==> src/verilog/aipc_pkg.sv <==
package aipc_pkg;

  // ****************************************
  // Serial frame layout
  // ****************************************
  localparam int unsigned ADDR_W     = 8;
  localparam int unsigned DATA_W     = 8;
  localparam int unsigned HDR_BITS   = 1 + ADDR_W;
  localparam int unsigned FRAME_BITS = HDR_BITS + DATA_W;
  localparam int unsigned CNT_W      = 5;

  // ****************************************
  // Register offsets
  // ****************************************
  localparam logic [7:0] OUTPUT_INTERFACE_CONFIG = 8'h07;
  localparam logic [7:0] POWER_DOWN_CONTROL      = 8'h08;
  localparam logic [7:0] OUTPUT_DRIVER_DISABLE_0 = 8'h0A;
  localparam logic [7:0] OUTPUT_DRIVER_DISABLE_1 = 8'h0B;
  localparam logic [7:0] OUTPUT_DRIVER_DISABLE_2 = 8'h0C;
  localparam logic [7:0] GLOBAL_SLEEP_MASK       = 8'h0D;
  localparam logic [7:0] FUSE_LOAD_COMMAND       = 8'h13;

  // ****************************************
  // Reset values and writable-bit masks
  // ****************************************
  localparam logic [7:0] REG_RESET      = 8'h00;
  localparam logic [7:0] IF_CONFIG_MASK = 8'hEF;
  localparam logic [7:0] POWER_MASK     = 8'h37;
  localparam logic [7:0] SLEEP_MASK_W   = 8'h0E;

  // ****************************************
  // Field positions
  // ****************************************
  localparam int unsigned MAPPING_LSB      = 5;
  localparam int unsigned OVERRIDE_BIT     = 3;
  localparam int unsigned MODE_LSB         = 0;
  localparam int unsigned CLKBUF_OFF_BIT   = 5;
  localparam int unsigned REFERENCE_AMPLIFIER_OFF_BIT   = 4;
  localparam int unsigned CHAN_A_OFF_BIT   = 2;
  localparam int unsigned CHAN_B_OFF_BIT   = 1;
  localparam int unsigned GLOBAL_BIT       = 0;
  localparam int unsigned KEEP_CLKBUF_BIT  = 3;
  localparam int unsigned KEEP_REFERENCE_AMPLIFIER_BIT  = 2;
  localparam int unsigned BANDGAP_BIT      = 1;
  localparam int unsigned FUSE_LOAD_BIT    = 0;
  localparam int unsigned BIT_CLOCK_IN_POS = 3;

  // ****************************************
  // Encodings
  // ****************************************
  typedef enum logic [2:0] {
    MAP_NONE      = 3'h0,
    MAP_TWO_18_14 = 3'h1,
    MAP_TWO_20_16 = 3'h2,
    MAP_ONE_LANE  = 3'h3,
    MAP_HALF_LANE = 3'h4
  } aipc_mapping_e;

  typedef enum logic [2:0] {
    MODE_NONE = 3'h0,
    MODE_TWO  = 3'h3,
    MODE_ONE  = 3'h4,
    MODE_HALF = 3'h5
  } aipc_mode_e;

  // ****************************************
  // Carriers
  // ****************************************
  typedef struct packed {
    logic clock_buffer_off;
    logic reference_amp_off;
    logic bandgap_off;
    logic channel_a_off;
    logic channel_b_off;
    logic global_sleep_active;
  } aipc_power_s;

  typedef struct packed {
    logic [2:0] lane_mapping;
    logic [2:0] interface_mode;
  } aipc_iface_s;

endpackage

==> src/verilog/aipc_bank.sv <==
// Contract
// - Lane mapping codes 1..4, others unused
// - New mapping acts only after fuse load
// - Fuse load returns written registers except 0x07 to defaults
// - Fuse mapping applied; readback zero until written
// - Fuse mode applied; readback zero until written
// - Mode select overrides only with enable set
// - Mode codes 3,4,5 valid, others unused
// - Bit 5 powers down sampling clock buffer
// - Bit 4 powers down reference amplifier
// - Bits 2,1 power down channels A,B
// - Bit 0 global sleep, masked by 0x0D
// - Each driver disable bit powers one buffer
// - Driver bits map to named lane pins
// - Bit clock buffers have separate enables
// - Mask register bits 3,2,1, reset zero
// - Keep-awake masks spare clock buffer, amplifier
// - Bandgap sleeps only when allow bit set
// - Sleep pin enters global sleep when selected
`timescale 1ns/100ps
module aipc_bank (
  input  wire logic                 clock_in,
  input  wire logic                 rst_in,
  input  wire logic                 sen_n_in,
  input  wire logic                 sclk_in,
  input  wire logic                 sdi_in,
  input  wire logic [2:0]           fuse_lane_mapping_in,
  input  wire logic [2:0]           fuse_interface_mode_in,
  input  wire logic                 sync_or_sleep_pin_in,
  input  wire logic                 sync_pin_selects_sync_in,
  input  wire logic                 bit_clock_input_enable_a_in,
  input  wire logic                 bit_clock_input_enable_b_in,
  input  wire logic                 bit_clock_output_off_in,
  output logic                      sdo_out,
  output aipc_pkg::aipc_power_s     power_out,
  output aipc_pkg::aipc_iface_s     iface_out,
  output logic [23:0]               output_driver_disable_out,
  output logic                      bit_clock_input_off_out,
  output logic                      bit_clock_output_off_out
);

  // ****************************************
  // Functions
  // ****************************************
  function automatic logic mapping_valid(input logic [2:0] code);
    mapping_valid = (code == aipc_pkg::MAP_TWO_18_14) || (code == aipc_pkg::MAP_TWO_20_16) ||
                    (code == aipc_pkg::MAP_ONE_LANE) || (code == aipc_pkg::MAP_HALF_LANE);
  endfunction

  function automatic logic mode_valid(input logic [2:0] code);
    mode_valid = (code == aipc_pkg::MODE_TWO) || (code == aipc_pkg::MODE_ONE) ||
                 (code == aipc_pkg::MODE_HALF);
  endfunction

  function automatic logic reg_hit(input logic       strobe,
                                   input logic [7:0] addr,
                                   input logic [7:0] target);
    reg_hit = strobe && (addr == target);
  endfunction

  // ****************************************
  // State
  // ****************************************
  logic                                   sclk_prev;
  logic [aipc_pkg::CNT_W-1:0]             bit_count;
  logic [aipc_pkg::FRAME_BITS-2:0]        shift_in;
  logic [aipc_pkg::DATA_W-1:0]            read_shift;
  logic [7:0]                             if_config;
  logic [7:0]                             power_ctrl;
  logic [7:0]                             driver_dis_0;
  logic [7:0]                             driver_dis_1;
  logic [7:0]                             driver_dis_2;
  logic [7:0]                             sleep_mask;
  logic                                   mapping_written;
  logic                                   fuse_load_pending;
  logic [2:0]                             active_mapping;
  logic [2:0]                             fuse_mode;
  logic                                   write_strobe;
  logic [7:0]                             write_addr;
  logic [7:0]                             write_data;

  logic                                   sclk_rise;
  logic                                   sclk_fall;
  logic [aipc_pkg::FRAME_BITS-1:0]        next_frame;
  logic [aipc_pkg::CNT_W-1:0]             next_count;
  logic                                   global_sleep;

  assign sclk_rise    = sclk_in & ~sclk_prev;
  assign sclk_fall    = ~sclk_in & sclk_prev;
  assign next_frame   = {shift_in, sdi_in};
  assign next_count   = bit_count + aipc_pkg::CNT_W'(1);
  assign global_sleep = power_ctrl[aipc_pkg::GLOBAL_BIT] |
                        (sync_or_sleep_pin_in & ~sync_pin_selects_sync_in);

  // ****************************************
  // Serial port receive
  // ****************************************
  always_ff @(posedge clock_in) begin
    if (rst_in) begin
      sclk_prev    <= 1'b0;
      bit_count    <= '0;
      shift_in     <= '0;
      write_strobe <= 1'b0;
      write_addr   <= aipc_pkg::REG_RESET;
      write_data   <= aipc_pkg::REG_RESET;
    end else begin
      sclk_prev    <= sclk_in;
      write_strobe <= 1'b0;
      if (sen_n_in) begin
        bit_count <= '0;
      end else if (sclk_rise && bit_count < aipc_pkg::CNT_W'(aipc_pkg::FRAME_BITS)) begin
        shift_in  <= next_frame[aipc_pkg::FRAME_BITS-2:0];
        bit_count <= next_count;
        if (next_count == aipc_pkg::CNT_W'(aipc_pkg::FRAME_BITS)) begin
          write_strobe <= ~next_frame[aipc_pkg::FRAME_BITS-1];
          write_addr   <= next_frame[aipc_pkg::FRAME_BITS-2 -: aipc_pkg::ADDR_W];
          write_data   <= next_frame[aipc_pkg::DATA_W-1:0];
        end
      end
    end
  end

  // ****************************************
  // Serial port read data
  // ****************************************
  always_ff @(posedge clock_in) begin
    if (rst_in) begin
      read_shift <= aipc_pkg::REG_RESET;
      sdo_out    <= 1'b0;
    end else if (sen_n_in) begin
      sdo_out <= 1'b0;
    end else if (sclk_rise && next_count == aipc_pkg::CNT_W'(aipc_pkg::HDR_BITS)) begin
      unique case (next_frame[aipc_pkg::ADDR_W-1:0])
        aipc_pkg::OUTPUT_INTERFACE_CONFIG: read_shift <= if_config;
        aipc_pkg::POWER_DOWN_CONTROL:      read_shift <= power_ctrl;
        aipc_pkg::OUTPUT_DRIVER_DISABLE_0: read_shift <= driver_dis_0;
        aipc_pkg::OUTPUT_DRIVER_DISABLE_1: read_shift <= driver_dis_1;
        aipc_pkg::OUTPUT_DRIVER_DISABLE_2: read_shift <= driver_dis_2;
        aipc_pkg::GLOBAL_SLEEP_MASK:       read_shift <= sleep_mask;
        default:                           read_shift <= aipc_pkg::REG_RESET;
      endcase
    end else if (sclk_fall && bit_count >= aipc_pkg::CNT_W'(aipc_pkg::HDR_BITS) &&
                 bit_count < aipc_pkg::CNT_W'(aipc_pkg::FRAME_BITS)) begin
      sdo_out    <= read_shift[aipc_pkg::DATA_W-1];
      read_shift <= {read_shift[aipc_pkg::DATA_W-2:0], 1'b0};
    end
  end

  // ****************************************
  // Fuse load command
  // ****************************************
  always_ff @(posedge clock_in) begin
    if (rst_in) begin
      fuse_load_pending <= 1'b1;
    end else begin
      fuse_load_pending <= reg_hit(write_strobe, write_addr, aipc_pkg::FUSE_LOAD_COMMAND) &&
                           write_data[aipc_pkg::FUSE_LOAD_BIT];
    end
  end

  // ****************************************
  // Interface configuration register
  // ****************************************
  always_ff @(posedge clock_in) begin
    if (rst_in) begin
      if_config       <= aipc_pkg::REG_RESET;
      mapping_written <= 1'b0;
    end else if (reg_hit(write_strobe, write_addr, aipc_pkg::OUTPUT_INTERFACE_CONFIG)) begin
      if_config       <= write_data & aipc_pkg::IF_CONFIG_MASK;
      mapping_written <= 1'b1;
    end
  end

  // ****************************************
  // Fuse default interface mode
  // ****************************************
  always_ff @(posedge clock_in) begin
    if (rst_in) begin
      fuse_mode <= aipc_pkg::MODE_NONE;
    end else if (fuse_load_pending) begin
      fuse_mode <= fuse_interface_mode_in;
    end
  end

  // ****************************************
  // Active lane mapping
  // ****************************************
  // Written mapping wins only when valid, fuse code otherwise
  always_ff @(posedge clock_in) begin
    if (rst_in) begin
      active_mapping <= aipc_pkg::MAP_NONE;
    end else if (fuse_load_pending) begin
      if (mapping_written && mapping_valid(if_config[aipc_pkg::MAPPING_LSB +: 3])) begin
        active_mapping <= if_config[aipc_pkg::MAPPING_LSB +: 3];
      end else begin
        active_mapping <= fuse_lane_mapping_in;
      end
    end
  end

  // ****************************************
  // Power control register
  // ****************************************
  always_ff @(posedge clock_in) begin
    if (rst_in || fuse_load_pending) begin
      power_ctrl <= aipc_pkg::REG_RESET;
    end else if (reg_hit(write_strobe, write_addr, aipc_pkg::POWER_DOWN_CONTROL)) begin
      power_ctrl <= write_data & aipc_pkg::POWER_MASK;
    end
  end

  // ****************************************
  // Output driver disable registers
  // ****************************************
  always_ff @(posedge clock_in) begin
    if (rst_in || fuse_load_pending) begin
      driver_dis_0 <= aipc_pkg::REG_RESET;
      driver_dis_1 <= aipc_pkg::REG_RESET;
      driver_dis_2 <= aipc_pkg::REG_RESET;
    end else begin
      if (reg_hit(write_strobe, write_addr, aipc_pkg::OUTPUT_DRIVER_DISABLE_0)) begin
        driver_dis_0 <= write_data;
      end
      if (reg_hit(write_strobe, write_addr, aipc_pkg::OUTPUT_DRIVER_DISABLE_1)) begin
        driver_dis_1 <= write_data;
      end
      if (reg_hit(write_strobe, write_addr, aipc_pkg::OUTPUT_DRIVER_DISABLE_2)) begin
        driver_dis_2 <= write_data;
      end
    end
  end

  // ****************************************
  // Global sleep mask register
  // ****************************************
  always_ff @(posedge clock_in) begin
    if (rst_in || fuse_load_pending) begin
      sleep_mask <= aipc_pkg::REG_RESET;
    end else if (reg_hit(write_strobe, write_addr, aipc_pkg::GLOBAL_SLEEP_MASK)) begin
      sleep_mask <= write_data & aipc_pkg::SLEEP_MASK_W;
    end
  end

  // ****************************************
  // Interface mode output
  // ****************************************
  always_ff @(posedge clock_in) begin
    if (rst_in) begin
      iface_out <= '0;
    end else begin
      iface_out.lane_mapping <= active_mapping;
      if (if_config[aipc_pkg::OVERRIDE_BIT] && mode_valid(if_config[aipc_pkg::MODE_LSB +: 3])) begin
        iface_out.interface_mode <= if_config[aipc_pkg::MODE_LSB +: 3];
      end else begin
        iface_out.interface_mode <= fuse_mode;
      end
    end
  end

  // ****************************************
  // Power down outputs
  // ****************************************
  always_ff @(posedge clock_in) begin
    if (rst_in) begin
      power_out <= '0;
    end else begin
      power_out.clock_buffer_off    <= power_ctrl[aipc_pkg::CLKBUF_OFF_BIT] |
                                       (global_sleep & ~sleep_mask[aipc_pkg::KEEP_CLKBUF_BIT]);
      power_out.reference_amp_off   <= power_ctrl[aipc_pkg::REFERENCE_AMPLIFIER_OFF_BIT] |
                                       (global_sleep & ~sleep_mask[aipc_pkg::KEEP_REFERENCE_AMPLIFIER_BIT]);
      power_out.bandgap_off         <= global_sleep & sleep_mask[aipc_pkg::BANDGAP_BIT];
      power_out.channel_a_off       <= power_ctrl[aipc_pkg::CHAN_A_OFF_BIT] | global_sleep;
      power_out.channel_b_off       <= power_ctrl[aipc_pkg::CHAN_B_OFF_BIT] | global_sleep;
      power_out.global_sleep_active <= global_sleep;
    end
  end

  // ****************************************
  // Output driver enables
  // ****************************************
  always_ff @(posedge clock_in) begin
    if (rst_in) begin
      output_driver_disable_out <= '0;
    end else begin
      output_driver_disable_out <= {driver_dis_0, driver_dis_1, driver_dis_2};
    end
  end

  // ****************************************
  // Bit clock buffer enables
  // ****************************************
  always_ff @(posedge clock_in) begin
    if (rst_in) begin
      bit_clock_input_off_out  <= 1'b0;
      bit_clock_output_off_out <= 1'b0;
    end else begin
      bit_clock_input_off_out  <= driver_dis_0[aipc_pkg::BIT_CLOCK_IN_POS] |
                                  ~bit_clock_input_enable_a_in | ~bit_clock_input_enable_b_in;
      bit_clock_output_off_out <= bit_clock_output_off_in;
    end
  end

endmodule

==> config.mk <==
export PLATFORM = sky130hd
export DESIGN_NAME = aipc_bank
export DESIGN_NICKNAME = d
export VERILOG_FILES = /design/src/verilog/aipc_pkg.sv /design/src/verilog/aipc_bank.sv
export SDC_FILE = /design/constraint.sdc
export NUM_CORES = 1
export LEC_CHECK = 0
export BUFFER_PORTS_ARGS = -buffer_cell sky130_fd_sc_hd__buf_2
export CORE_MARGIN = 4
export CORE_UTILIZATION = 25
export CTS_BUF_LIST = sky130_fd_sc_hd__clkbuf_8
export DETAILED_ROUTE_END_ITERATION = 16
export GPL_TIMING_DRIVEN = 0
export PLACE_DENSITY = 0.39
export SLEW_MARGIN = 20
export SYNTH_ARGS = -nofsm -noshare
export SYNTH_HDL_FRONTEND = slang
export SYNTH_SLANG_ARGS = --single-unit
==> constraint.sdc <==
create_clock -name clock_in -period 6.8 [get_ports clock_in]
set_clock_uncertainty 0.2 [all_clocks]
set_input_delay 1.36 -clock clock_in [delete_from_list [all_inputs] [get_ports clock_in]]
set_output_delay 1.36 -clock clock_in [all_outputs]
set_load 0.02 [all_outputs]
==> impl_metrics.ini, run 1 <==
[status]
status = complete, no violations

[timing]
drv_slew = 0
worst_slack_ns = 3.64
period_minus_slack_ns = 3.16
hold_violations = 0
fmax_mhz = 317
maxSlewHeadroom = 0.271
rsz0062_at_grt = no
setup_viol = 0
worst_pin_slew_ns = 1.08
tns_ns = 0
period_share = 0.464

[yosys]
syn_avg_cell_area_um2 = 9.50
netlist.area_leader.share = 0.494
ys_types = 56
synth_edf_count = 0
yosys_register_bits = 133
syn_area_um2 = 5390
synth-async-reset-ratio = 0
yosysWarningCount = 0
syn_inst = 567
syn_nets = 586
yosysTopAreaCell = dfxtp_1
synthTopCellsByArea = dfxtp_1 49%, mux2i_1 13%, nor2_1 4.4%
seq_area_frac_synth = 0.494
synth_top_flop_cell = dfxtp_1

[hold_path]
min_path_type = register to register

[final_layout]
fill_cells = 2254
final_cell_mix = 133 x dfxtp_1, 69 x mux2i_1, 63 x nor2_1
drive_above_1_share = 0.160
final_common_cell = dfxtp_1
postLayoutCoreUtil = 0.304
antenna_cells = 0
syn_to_final_growth_pct = 19.1
layout.nets = 658

[routing]
post_drt_wl_per_cell_um = 16.0
detail-route-antenna-nets = 0
drc = 0
vias = 4130
drtIter0Drc = 203
drt-total-wl_um = 14900
dr.pass1.iters = 6
avgViaCountPerCell = 4.46

[clock_network]
post_cts_resized = 0
hold_buffers = 0
clk_pin_slew_worst_paths_ns = 0.07
clockRootBuffer = clkbuf_8
postCtsSetupBuffers = 0
cts_tree = done
clock_path_buffers = 2
clock-sinks = 133
h-tree-depth = 4
cts_buffers = 17
clk_latency_ns = 0.43

[grt]
gr-usage-all-layers = 0.126
grt_pass1_vias = 4092
grt_pass1_wl_um = 23200
antenna_found_initial = 0
gr-total-overflow = 0
grt_max_degree = 17

[die]
core_um2 = 21100
die-width_um = 155
ios = 55
row_count = 53
start_util = 0.255
die_area_um2 = 24000
die_y_um = 155

[setup_path]
setup.worst_path.end_class = register
critPathMaxFanout = 10
cp_data_required_time_ns = 6.95
cp-start-kind = input pin
arrival_ns = 3.31
critical_path_class = input pin to register

[flow_run]
max_cap_viol_count = 0

[power]
p_leak_nw = 2.35
p_total_mw = 1.55
powerDensity_nw_per_um2 = 241
ir_drop_uv = 97.1

[place]
dp_worst_setup_slack_ns = 3.21
gp_congestion = 0.838
hpwl_um = 10700
port_buffers = 53
-- cell usage after synthesis, drive strengths merged, types with 3 or more instances --
| master | instances |
|---|---|
| and2 | 3 |
| nor4bb | 3 |
| a21oi | 30 |
| buf | 9 |
| nor2b | 34 |
| nor2 | 65 |
| o21ai | 7 |
| dfxtp | 133 |
| nor3b | 4 |
| or2 | 4 |
| a211oi | 7 |
| o22ai | 11 |
| inv | 15 |
| clkbuf | 31 |
| nand2b | 34 |
| mux2i | 69 |
| nand3 | 10 |
| a2111oi | 3 |
| ha | 3 |
| nand2 | 41 |
| nand3b | 7 |
| a22oi | 8 |
-- final cells by class --
class                           count  area (um^2)  area share
Clock inverter                     13          156      0.0244
Inverter                           15         56.3     0.00878
Clock buffer                       19          262      0.0408
Timing Repair Buffer               53          265      0.0414
Sequential cell                   133         2660       0.415
Tap cell                          275          344      0.0536
Buffer                             40          173      0.0269
Multi-Input combinational cell    379         2490       0.389
-- per-layer routing --
layer / GRT usage / wire length (um)
met2: 0.196 / 6730
met3: 0.0280 / 504
met5: 0 / 0
met4: 0.0563 / 406
met1: 0.169 / 7230
-- state kept, by name, summed over array words and instances, names as in the netlist, 7 cells and up --
name	count
if_config	7
driver_dis_1	8
shift_in	16
read_shift	8
output_driver_disable_out	24
write_addr	8
driver_dis_0	8
write_data	8
driver_dis_2	8
-- critical path: stages --
cell and delay [ns]:
buf_2 0.10, nor2b_1 0.34, nand2_1 0.22, nor2_2 0.36, and3_1 0.21, buf_2 0.26, buf_6 0.22, mux2i_1 0.22
-- logic make-up after synthesis --
family	synth area share
buffers and inverters	0.0425
and+or+nand+nor	0.223
xor gates and xnor gates	0.00651
adders and majority gates	0.00697
AOI/OAI and AO/OA	0.0938
muxes	0.132
DFF	0.494
-- worst paths after layout --
kind / from / to / slack, ns / cells past startpoint
setup / recovery: sclk_in / write_addr[5]$_SDFFE_PP0P_ / 3.64 / 8
hold / removal: shift_in[15]$_SDFFE_PP0P_ / write_strobe$_SDFF_PP0_ / 0.21 / 1
setup reg to reg: shift_in[6]$_SDFFE_PP0P_ / read_shift[6]$_SDFFE_PP0P_ / 4.09 / 5
hold reg to reg: shift_in[15]$_SDFFE_PP0P_ / write_strobe$_SDFF_PP0_ / 0.21 / 1
-- where the power goes --
part | switching, mW | leakage, nW | total, mW | internal (mW)
Clock | 0.318 | 0.211 | 0.698 | 0.380
Combinational | 0.0422 | 1.06 | 0.0621 | 0.0200
Sequential | 0.00316 | 1.08 | 0.788 | 0.785
-- stage by stage --
step                      std cells  hold WS, ns  area [um^2]
after floorplan                 567        0.198         5390
after global placement          895        0.213         6000
after detailed placement        895        0.210         6000
after CTS                       927        0.214         6410
after global routing            927        0.223         6410
final                           927        0.209         6410
Power figures use the tool's default switching activity.
==> run 2: changes to the inputs <==
- ABC_AREA: not set -> 1
- PLACE_DENSITY: 0.39 -> 0.41
- clock period: 6.8 -> 2.8 ns (I/O delays scaled with it)
==> run 2 against run 1 <==
  * Combinational power grew to 3.7 times the previous value
  * Largest cell class unchanged
  * Sequential share of layout area grew 1.0 points
  * First-iteration DRC count grew 31%
  * Cell count grew 13%
  * Critical path type is now register to register
  * Worst setup slack lost 3.2 ns
  * Highest routed layer unchanged
  * Register-to-register slack lost 3.7 ns
  * Synthesized cell count grew 22%
  * Wire length grew 8.3%
==> impl_metrics.ini, run 2 <==
[yosys]
synth_most_common_cell = dfxtp_1
yosysTopAreaCell = dfxtp_1
synth_top_flop_cell = dfxtp_1
synth-async-reset-ratio = 0
syn_avg_cell_area_um2 = 7.63
yosys-top-cells-count = 133 x dfxtp_1, 100 x nand2_1, 100 x nor2_1
netlist.area_leader.share = 0.506
yosysWarningCount = 0
seq_area_frac_synth = 0.506
syn_inst = 690
ys_types = 35
syn_area_um2 = 5260
syn_nets = 709
yosys_register_bits = 133
synthTopCellsByArea = dfxtp_1 51%, nand2_1 7.1%, nor2_1 7.1%
synth_edf_count = 0

[die]
core_um2 = 20500
start_util = 0.257
ios = 55
die-width_um = 153
die_area_um2 = 23400
row_count = 52
die_y_um = 153

[timing]
setup_viol = 0
period_share = 0.851
hold_violations = 0
hold_ws_ns = 0.0896
fmax_mhz = 420
worst_pin_slew_ns = 0.751
worst_slack_ns = 0.417
drv_slew = 0
tns_ns = 0
maxSlewHeadroom = 0.499
rsz0062_at_grt = no
period_minus_slack_ns = 2.38

[clock_network]
post_cts_resized = 0
clk_pin_slew_worst_paths_ns = 0.09
hold_buffers = 0
clock_path_buffers = 2
h-tree-depth = 4
cts_buffers = 17
clockRootBuffer = clkbuf_8
clk_latency_ns = 0.45
cts_tree = done
postCtsSetupBuffers = 0
clock-sinks = 133

[setup_path]
cp-start-kind = register
rr_worst_depth = 10
worstPathCellList = ha_1 > nand4_1 > nand2_1 > nand2_1 > nor2_1 > nand2_1 > nor2_1 > nor2_1 > nor2_1 > nor2_1
critPathTopFamily = simple AND/OR/NAND/NOR gates
setup.worst_path.end_class = register
reg2reg_slack_ns = 0.42
crit_slowest_cell = dfxtp_1
cp_num_buf_inv = 0
cpPeakStageDelay_ns = 0.50
r2r-start = bit_count[0]$_SDFFE_PP0P_
cpMostUsedCell = nor2_1
critical_path_class = register to register
reg2reg_to = read_shift[1]$_SDFFE_PP0P_
arrival_ns = 2.51
cp_data_required_time_ns = 2.92
critPathMaxFanout = 8

[power]
p_leak_nw = 2.45
ir_drop_uv = 316
powerDensity_nw_per_um2 = 608

[final_layout]
top_regs = output_driver_disable_out (24), shift_in (16)
final_common_cell = dfxtp_1
final_cell_mix = 133 x dfxtp_1, 100 x nand2_1, 100 x nor2_1
syn_to_final_growth_pct = 18.9
seq_area_um2 = 2660
layout.nets = 781
largest-register = output_driver_disable_out
drive_above_1_share = 0.150
fill_cells = 2240
largest_reg_flops = 24
antenna_cells = 0
multi_input_area_um2 = 2130

[grt]
gr-usage-all-layers = 0.140
gr-total-overflow = 0
grt_max_degree = 17
antenna_found_initial = 0
grt_pass1_vias = 4644
grt_pass1_wl_um = 25500

[routing]
drt-total-wl_um = 16100
dr.pass1.iters = 5
detail-route-antenna-nets = 0
avgViaCountPerCell = 4.55
post_drt_wl_per_cell_um = 15.4
drc = 0
drtIter0Drc = 266
vias = 4759

[place]
hpwl_um = 12100
port_buffers = 53
dp_worst_setup_slack_ns = 0.0239
gp_congestion = 0.857

[status]
status = complete, no violations

[hold_path]
worstHoldStart = bit_clock_input_enable_b_in
hold_depth = 2
hold-path-endpoint = bit_clock_input_off_out$_SDFF_PP0_
min_path_type = input pin to register

[flow_run]
max_cap_viol_count = 0
==> run 2: final cells by class <==
| cell class | count | share of cell area |
|---|---|---|
| inverters | 84 | 0.0504 |
| flip-flops and latches | 133 | 0.426 |
| well taps | 270 | 0.0540 |
| plain buffers | 28 | 0.0242 |
| clock buffers | 17 | 0.0374 |
| multi-input cells | 445 | 0.341 |
| repair buffers | 53 | 0.0424 |
| clock inverters | 15 | 0.0252 |
==> run 2: metrics by stage <==
| step | util | std cells | area [um^2] | power (mW) |
|---|---|---|---|---|
| after global placement | 0.286 | 1013 | 5870 | 2.22 |
| after CTS | 0.305 | 1045 | 6260 | 3.86 |
| final | 0.305 | 1045 | 6260 | 3.80 |
| after detailed placement | 0.286 | 1013 | 5870 | 2.22 |
| after floorplan | - | 690 | 5260 | 2.13 |
| after global routing | 0.305 | 1045 | 6260 | 3.97 |
==> run 2: layer usage <==
metal,part of all wire,routed length (um),track usage
met4,0.010,167,0.0352
met5,0,0,0
met3,0.047,761,0.0407
met1,0.45,7270,0.176
met2,0.49,7900,0.236
==> run 2: cells by family after synthesis <==
group | Yosys count | share of synthesized area
AND/OR/NAND/NOR | 279 | 0.230
AO/OA/AOI/OAI | 162 | 0.167
flip-flops | 133 | 0.506
buffers and inverters | 112 | 0.0887
adder cells (fa/ha/maj) | 3 | 0.00713
XOR/XNOR | 1 | 0.00166
==> run 2: worst max-delay path by stage <==
stage	from	end	cells after the start
2_1_floorplan	bit_count[0]$_SDFFE_PP0P_	read_shift[3]$_SDFFE_PP0P_	11
3_3_place_gp	rst_in	iface_out[3]$_SDFF_PP0_	4
3_5_place_dp	rst_in	output_driver_disable_out[18]$_SDFF_PP0_	4
4_1_cts	bit_count[0]$_SDFFE_PP0P_	read_shift[7]$_SDFFE_PP0P_	9
5_1_grt	bit_count[0]$_SDFFE_PP0P_	read_shift[1]$_SDFFE_PP0P_	10
6_report	bit_count[0]$_SDFFE_PP0P_	read_shift[1]$_SDFFE_PP0P_	10
==> run 2: power breakdown <==
group          leakage, nW  internal, mW  switching [mW]
sequential            1.08          1.92          0.0229
clock                0.194         0.739           0.891
combinational         1.17        0.0665           0.165
total                 2.45          2.72            1.08
